[src/rtl/anp_pkg.sv]
package anp_pkg;
    // Register addresses on the management port.
    localparam logic [4:0] ANP_ADDR_PARTNER_NP = 5'h08;
    localparam logic [4:0] ANP_ADDR_CTRL_ONE = 5'h09;
    // Partner next-page field positions.
    localparam int ANP_NP_MORE_BIT = 15;
    localparam int ANP_NP_ACK_BIT = 14;
    localparam int ANP_NP_MSG_BIT = 13;
    localparam int ANP_NP_ACK2_BIT = 12;
    localparam int ANP_NP_TOGGLE_BIT = 11;
    localparam int ANP_NP_CODE_MSB = 10;
    localparam int ANP_NP_CODE_WIDTH = 11;
    // Control register field position and writable mask.
    localparam int ANP_CTRL_AUTOTDR_BIT = 8;
    localparam logic [15:0] ANP_CTRL_WMASK = 16'h0100;
    // Reset values.
    localparam logic [15:0] ANP_PARTNER_NP_RESET = 16'h0000;
    localparam logic [15:0] ANP_CTRL_ONE_RESET = 16'h0000;
    localparam logic [10:0] ANP_NULL_CODE = 11'h000;
endpackage : anp_pkg

[src/rtl/anp_partner_np_regs.sv]
`timescale 1ns/1ps
`default_nettype none
// What this block does
// RULE1: Bit 15 reads the received page's more-next-pages flag.
// RULE2: Bit 14 reads whether the partner acknowledged our code word.
// RULE3: Bit 13 reads 1 for message page, 0 for unformatted page.
// RULE4: Bit 12 reads the received acknowledge-2 comply indication.
// RULE5: Bit 11 reads the inverse of the previous exchanged toggle.
// RULE6: Bits 10..0 hold the received code field.
// RULE7: Reset code field value stands for a null page.
// RULE8: Control bit 8 set starts cable test after every link-down event.
// RULE9: All page fields update together per received page; writes ignored.
// RULE10: Reserved control bits read zero and ignore writes.
module anp_partner_np_regs (
    // Clock and reset.
    input wire logic clock,
    input wire logic rst_n,
    // Management register access.
    input wire logic [4:0] regAddr,
    input wire logic regWrite,
    input wire logic [15:0] regWdata,
    output logic [15:0] regRdata,
    // Received partner page from the negotiation logic.
    input wire logic pageValid,
    input wire logic pageMore,
    input wire logic pageAck,
    input wire logic pageMsg,
    input wire logic pageAck2,
    input wire logic pageToggle,
    input wire logic [anp_pkg::ANP_NP_CODE_WIDTH-1:0] pageCode,
    // Link status and cable test start.
    input wire logic linkUp,
    output logic cableTestStart
);
    import anp_pkg::*;

    logic [15:0] partnerNp_r, partnerNp_nxt;
    logic [15:0] ctrlOne_r, ctrlOne_nxt;
    logic linkUpPrev_r, linkUpPrev_nxt;
    logic cableTestStart_r, cableTestStart_nxt;
    logic linkDown;

    // Decode of a write strobe aimed at the control register; shared by the logic and the checks.
    function automatic logic ctrl_write_hit(input logic wrStrobe, input logic [4:0] addr);
        return wrStrobe && (addr == ANP_ADDR_CTRL_ONE);
    endfunction : ctrl_write_hit

    // Link-down event is a falling edge of the link status.
    assign linkDown = linkUpPrev_r && !linkUp;

    // Page capture replaces every field in one cycle, so software never sees a mixed page.
    always_comb begin
        partnerNp_nxt = partnerNp_r;
        if (pageValid) begin
            partnerNp_nxt[ANP_NP_MORE_BIT] = pageMore; // RULE1
            partnerNp_nxt[ANP_NP_ACK_BIT] = pageAck; // RULE2
            partnerNp_nxt[ANP_NP_MSG_BIT] = pageMsg; // RULE3
            partnerNp_nxt[ANP_NP_ACK2_BIT] = pageAck2; // RULE4
            partnerNp_nxt[ANP_NP_TOGGLE_BIT] = ~pageToggle; // RULE5
            partnerNp_nxt[ANP_NP_CODE_MSB:0] = pageCode; // RULE6 RULE9
        end
    end

    // Page register flops; there is no write path, so management writes cannot disturb it.
    always_ff @(posedge clock or negedge rst_n) begin
        if (!rst_n) begin
            partnerNp_r <= ANP_PARTNER_NP_RESET; // RULE7
        end else begin
            partnerNp_r <= partnerNp_nxt; // RULE9
        end
    end

    // Control register keeps only the auto-run enable, so reserved bits can never hold a one.
    always_comb begin
        ctrlOne_nxt = ctrlOne_r;
        if (ctrl_write_hit(regWrite, regAddr)) begin
            ctrlOne_nxt = regWdata & ANP_CTRL_WMASK; // RULE10
        end
    end

    // Control register flops.
    always_ff @(posedge clock or negedge rst_n) begin
        if (!rst_n) begin
            ctrlOne_r <= ANP_CTRL_ONE_RESET;
        end else begin
            ctrlOne_r <= ctrlOne_nxt;
        end
    end

    // Link history and cable test launch; the launch is registered so it is a clean one-cycle pulse.
    always_comb begin
        linkUpPrev_nxt = linkUp;
        cableTestStart_nxt = linkDown && ctrlOne_r[ANP_CTRL_AUTOTDR_BIT]; // RULE8
    end

    // Link history resets to down, so a link that is low just after reset launches nothing.
    always_ff @(posedge clock or negedge rst_n) begin
        if (!rst_n) begin
            linkUpPrev_r <= 1'b0;
            cableTestStart_r <= 1'b0;
        end else begin
            linkUpPrev_r <= linkUpPrev_nxt;
            cableTestStart_r <= cableTestStart_nxt;
        end
    end

    // Read mux; unmapped addresses read as zero.
    always_comb begin
        unique case (regAddr)
            ANP_ADDR_PARTNER_NP: regRdata = partnerNp_r; // RULE9
            ANP_ADDR_CTRL_ONE: regRdata = ctrlOne_r & ANP_CTRL_WMASK; // RULE10
            default: regRdata = 16'h0000;
        endcase
    end

    // The launch pulse leaves straight from its flop.
    assign cableTestStart = cableTestStart_r;

    // The more-pages flag shows the offered value one cycle after the page.
    property p_more;
        @(posedge clock) disable iff (!rst_n) pageValid |=> partnerNp_r[ANP_NP_MORE_BIT] == $past(pageMore);
    endproperty
    a_more: assert property (p_more) else $error("more flag not captured"); // RULE1

    // The acknowledge flag shows the offered value one cycle after the page.
    property p_ack;
        @(posedge clock) disable iff (!rst_n) pageValid |=> partnerNp_r[ANP_NP_ACK_BIT] == $past(pageAck);
    endproperty
    a_ack: assert property (p_ack) else $error("ack not captured"); // RULE2

    // The page type flag shows the offered value one cycle after the page.
    property p_msg;
        @(posedge clock) disable iff (!rst_n) pageValid |=> partnerNp_r[ANP_NP_MSG_BIT] == $past(pageMsg);
    endproperty
    a_msg: assert property (p_msg) else $error("message flag not captured"); // RULE3

    // The comply flag shows the offered value one cycle after the page.
    property p_ack2;
        @(posedge clock) disable iff (!rst_n) pageValid |=> partnerNp_r[ANP_NP_ACK2_BIT] == $past(pageAck2);
    endproperty
    a_ack2: assert property (p_ack2) else $error("ack2 not captured"); // RULE4

    // The toggle bit is stored inverted.
    property p_toggle;
        @(posedge clock) disable iff (!rst_n) pageValid |=> partnerNp_r[ANP_NP_TOGGLE_BIT] != $past(pageToggle);
    endproperty
    a_toggle: assert property (p_toggle) else $error("toggle not inverted"); // RULE5

    // The code field shows the offered value one cycle after the page.
    property p_code;
        @(posedge clock) disable iff (!rst_n) pageValid |=> partnerNp_r[ANP_NP_CODE_MSB:0] == $past(pageCode);
    endproperty
    a_code: assert property (p_code) else $error("code not captured"); // RULE6

    // Without a new page the register holds its contents.
    property p_hold;
        @(posedge clock) disable iff (!rst_n) !pageValid |=> $stable(partnerNp_r);
    endproperty
    a_hold: assert property (p_hold) else $error("page changed without new page"); // RULE9

    // A management write aimed at the page register leaves it untouched.
    property p_page_wr;
        @(posedge clock) disable iff (!rst_n)
            (regWrite && regAddr == ANP_ADDR_PARTNER_NP && !pageValid) |=> $stable(partnerNp_r);
    endproperty
    a_page_wr: assert property (p_page_wr) else $error("page register took a write"); // RULE9

    // A link drop seen with auto-run enabled launches the cable test on the next cycle.
    property p_tdr;
        @(posedge clock) disable iff (!rst_n)
            (linkUp ##1 (!linkUp && ctrlOne_r[ANP_CTRL_AUTOTDR_BIT])) |=> cableTestStart;
    endproperty
    a_tdr: assert property (p_tdr) else $error("cable test start missing"); // RULE8

    // No launch happens unless a link drop was seen with auto-run enabled.
    property p_tdr_quiet;
        @(posedge clock) disable iff (!rst_n)
            cableTestStart |-> ($past(linkUp, 2) && !$past(linkUp) && $past(ctrlOne_r[ANP_CTRL_AUTOTDR_BIT]));
    endproperty
    a_tdr_quiet: assert property (p_tdr_quiet) else $error("cable test start without link drop"); // RULE8

    // The launch lasts exactly one cycle.
    property p_tdr_pulse;
        @(posedge clock) disable iff (!rst_n) cableTestStart |=> !cableTestStart;
    endproperty
    a_tdr_pulse: assert property (p_tdr_pulse) else $error("cable test start too long"); // RULE8

    // A control write stores the auto-run enable.
    property p_ctrl_wr;
        @(posedge clock) disable iff (!rst_n)
            ctrl_write_hit(regWrite, regAddr) |=>
                ctrlOne_r[ANP_CTRL_AUTOTDR_BIT] == $past(regWdata[ANP_CTRL_AUTOTDR_BIT]);
    endproperty
    a_ctrl_wr: assert property (p_ctrl_wr) else $error("auto-run enable not stored"); // RULE8

    // Reserved control bits are never stored.
    property p_resv;
        @(posedge clock) disable iff (!rst_n) (ctrlOne_r & ~ANP_CTRL_WMASK) == 16'h0000;
    endproperty
    a_resv: assert property (p_resv) else $error("reserved control bit set"); // RULE10

    // Reserved control bits read as zero.
    property p_rd_resv;
        @(posedge clock) disable iff (!rst_n)
            (regAddr == ANP_ADDR_CTRL_ONE) |-> (regRdata & ~ANP_CTRL_WMASK) == 16'h0000;
    endproperty
    a_rd_resv: assert property (p_rd_resv) else $error("reserved control bit read as one"); // RULE10

    // Addresses outside the two registers read as zero.
    property p_rd_unmapped;
        @(posedge clock) disable iff (!rst_n)
            (regAddr != ANP_ADDR_PARTNER_NP && regAddr != ANP_ADDR_CTRL_ONE) |-> regRdata == 16'h0000;
    endproperty
    a_rd_unmapped: assert property (p_rd_unmapped) else $error("unmapped address read nonzero");

    // Right after reset the code field holds the null page.
    property p_null;
        @(posedge clock) $rose(rst_n) |-> partnerNp_r[ANP_NP_CODE_MSB:0] == ANP_NULL_CODE;
    endproperty
    a_null: assert property (p_null) else $error("reset code not null"); // RULE7

    // Main scenarios to be reached.
    c_page: cover property (@(posedge clock) pageValid && pageMsg);
    c_tdr: cover property (@(posedge clock) cableTestStart);
    c_wr: cover property (@(posedge clock) ctrl_write_hit(regWrite, regAddr));
    c_page_wr: cover property (@(posedge clock) regWrite && regAddr == ANP_ADDR_PARTNER_NP);
    c_drop_quiet: cover property (@(posedge clock) linkDown && !ctrlOne_r[ANP_CTRL_AUTOTDR_BIT]);
endmodule : anp_partner_np_regs
`default_nettype wire

[config.mk]
export PLATFORM = sky130hd
export DESIGN_NAME = anp_partner_np_regs
export DESIGN_NICKNAME = d
export VERILOG_FILES = /design/src/rtl/anp_pkg.sv /design/src/rtl/anp_partner_np_regs.sv
export SDC_FILE = /design/constraint.sdc
export NUM_CORES = 1
export LEC_CHECK = 0
export BUFFER_PORTS_ARGS = -buffer_cell sky130_fd_sc_hd__buf_2
export CORE_UTILIZATION = 38
export DETAILED_ROUTE_END_ITERATION = 10
export PLACE_DENSITY = 0.75
export SETUP_SLACK_MARGIN = 0.02
export SYNTH_ARGS = -nofsm -noshare
export SYNTH_HDL_FRONTEND = slang
export SYNTH_SLANG_ARGS = --single-unit
export TNS_END_PERCENT = 1
[constraint.sdc]
create_clock -name clock -period 1.05 [get_ports clock]
set_input_delay 0 -clock clock [delete_from_list [all_inputs] [get_ports clock]]
set_output_delay 0 -clock clock [all_outputs]
set_load 0.01 [all_outputs]
==> impl_metrics.env <==
export IMPL_status="finished with violations"
export IMPL_violations="negative setup slack"
export IMPL_vias_per_cell=4.42
export IMPL_antenna_found_initial=0
export IMPL_power_density_nw_per_um2=1060
export IMPL_synth_top_area_share_pct=57.1
export IMPL_clock_skew_final_ps=0.148
export IMPL_fin_cells=154
export IMPL_crit_type="in2out"
export IMPL_postSynthCellCount=62
export IMPL_placed_area_um2=1070
export IMPL_synth_seq_cells=19
export IMPL_yosysSeqAreaShare_pct=57.1
export IMPL_place_congestion=0.635
export IMPL_finalHoldViolCount=0
export IMPL_final_cell_mix="38 x buf_2, 19 x dfrtp_1, 19 x dlygate4sd3_1"
export IMPL_via_count=681
export IMPL_fillers=169
export IMPL_wl_per_cell_um=11.8
export IMPL_dp_slack_ps=-188
export IMPL_yosys_area_top_type="dfrtp_1"
export IMPL_slew_headroom_pct=73.5
export IMPL_whs_path_depth=3
export IMPL_grt_max_degree=20
export IMPL_cts_sinks=19
export IMPL_clkLatencyLatePin_ps=290
export IMPL_synthTopCellsByArea="dfrtp_1 57%, mux2_1 22%, and2_1 11%"
export IMPL_arrival_ps=1140
export IMPL_drc_errors=0
export IMPL_grt_ovfl_total=0
export IMPL_place_hpwl_um=1160
export IMPL_drv_cap=0
export IMPL_die_w_um=48.8
export IMPL_numCtsBuffers=3
export IMPL_max_freq_ghz=0.880
export IMPL_final_nets=170
export IMPL_grt_pass1_wl_um=3010
export IMPL_multi_input_area_um2=368
export IMPL_rsz0062_at_grt="true"
export IMPL_setup_violations=15
export IMPL_syn_nets=104
export IMPL_start_util_pct=41.6
export IMPL_clockRootBuffer="clkbuf_4"
export IMPL_dieArea_um2=2380
export IMPL_drive_gt1_share_pct=43.3
export IMPL_postRouteAntennaNets=0
export IMPL_hp_class="in2reg"
export IMPL_top_level_ports=59
export IMPL_synth_area_per_cell_um2=13.4
export IMPL_dr_pass1_iters=4
export IMPL_r2r_cells=1
export IMPL_antenna_cells=0
export IMPL_min_period_ps=1140
export IMPL_critPathRequiredTime_ps=1050
export IMPL_cts_tree="yes"
export IMPL_fin_crit_sh_pct=108
export IMPL_slew_violations=0
export IMPL_cts_buffer_depth=2
export IMPL_critical_path_peak_fanout=8
export IMPL_grt_use_total_pct=17.1
export IMPL_placementRows=16
export IMPL_cts_htree_levels=1
export IMPL_fin_area_um2=1350
export IMPL_register_area_um2=475
export IMPL_synth_cell_type_count=13
export IMPL_holdWs_ps=145
export IMPL_drt_initial_drc_count=6
export IMPL_leakage_nw=0.671
export IMPL_grt_pass1_vias=659
export IMPL_endpoint_kind="output port"
export IMPL_setup_ws_ps=-86.0
export IMPL_netlist_area_um2=833
export IMPL_fp_dieH_um=48.8
export IMPL_core_um2=2000
export IMPL_dp_cells=129
export IMPL_routed_wl_um=1820
export IMPL_start_kind="primary input"
export IMPL_clk_pin_slew_ps=100
export IMPL_io_buffers=43
export IMPL_worst_pin_slew_ps=397
export IMPL_final_common_cell="buf_2"
export IMPL_syn_to_final_growth_pct=61.7
export IMPL_max_vdd_ir_drop_v=0.000849
export IMPL_ys_warn_count=0
timing repair:
action                                  in CTS  in global routing
resized for setup                            4                  5
gates cloned                                 1                  0
hold buffers                                19                  0
pin swaps                                   15                  9
endpoints found under the setup margin      15                 17
setup buffers                                1                  0
endpoints found under the hold margin       38                  0
final timing paths:
kind / start / endpoint / slack (ps)
max in group asynchronous: rst_n / partnerNp_r[13]$_DFFE_PN0P_ / 590
worst max register to register: ctrlOne_r[8]$_DFFE_PN0P_ / ctrlOne_r[8]$_DFFE_PN0P_ / 240
worst min-delay path: pageValid / partnerNp_r[11]$_DFFE_PN0P_ / 140
min in group asynchronous: rst_n / partnerNp_r[3]$_DFFE_PN0P_ / 180
worst max-delay path: regAddr[4] / regRdata[7] / -90
worst min register to register: partnerNp_r[7]$_DFFE_PN0P_ / partnerNp_r[7]$_DFFE_PN0P_ / 480
cells in the mapped netlist:
cell and instances:
nand2_1 1, dfrtp_1 19, and2_1 15, buf_2 1
mux2_1 16, a21oi_1 1, nor2_4 1, buf_6 1
and3b_1 1, clkbuf_1 1, or4b_4 1, mux2i_1 1
nor2_1 3
worst max-delay path, stage by stage:
cell	delay [ps]
buf_6	90
or4b_4	580
nor2_4	190
and2_1	150
buf_2	120
per-layer routing:
layer | GRT usage, % | share of wire, % | up-vias | wire length [µm]
met2 | 32.4 | 58 | 17 | 1060
met1 | 19.6 | 38 | 322 | 701
met3 | 1.87 | 2.4 | 2 | 43
li1 | - | - | 340 | -
met5 | 0 | 0 | - | 0
met4 | 6.37 | 0.71 | 0 | 13
logic make-up after synthesis:
logic type             after synthesis  synth area share, %
AND/OR/NAND/NOR                     22                 17.1
flip-flops                          19                 57.1
multiplexers                        17                 22.8
buffers and inverters                3                 2.40
AO/OA/AOI/OAI                        1                0.600
layout make-up:
cell class	instances	area share [%]
Tap cell	27	2.51
Clock buffer	4	1.95
Multi-Input combinational cell	41	27.3
Timing Repair Buffer	63	33.0
Sequential cell	19	35.3
flip-flops by register name (all words and copies together), names as in the netlist:
signal and count:
partnerNp_r 16, cableTestStart 1, ctrlOne_r 1, linkUpPrev_r 1
per-stage QoR:
step	power (mW)	TNS [ps]	utilization, %
after global placement	1.01	-2330	53.6
after floorplan	0.935	-28.8	-
after global routing	1.52	-1740	67.3
after detailed placement	1.03	-2790	53.6
after CTS	1.44	-1490	66.1
final	1.43	-930	67.3
power breakdown:
part | leakage (nW) | internal [mW] | switching (mW)
registers | 0.225 | 0.804 | 0.0328
logic | 0.432 | 0.153 | 0.0879
clock network | 0.0150 | 0.147 | 0.207
Note: power is estimated with default switching activity, not from simulation.
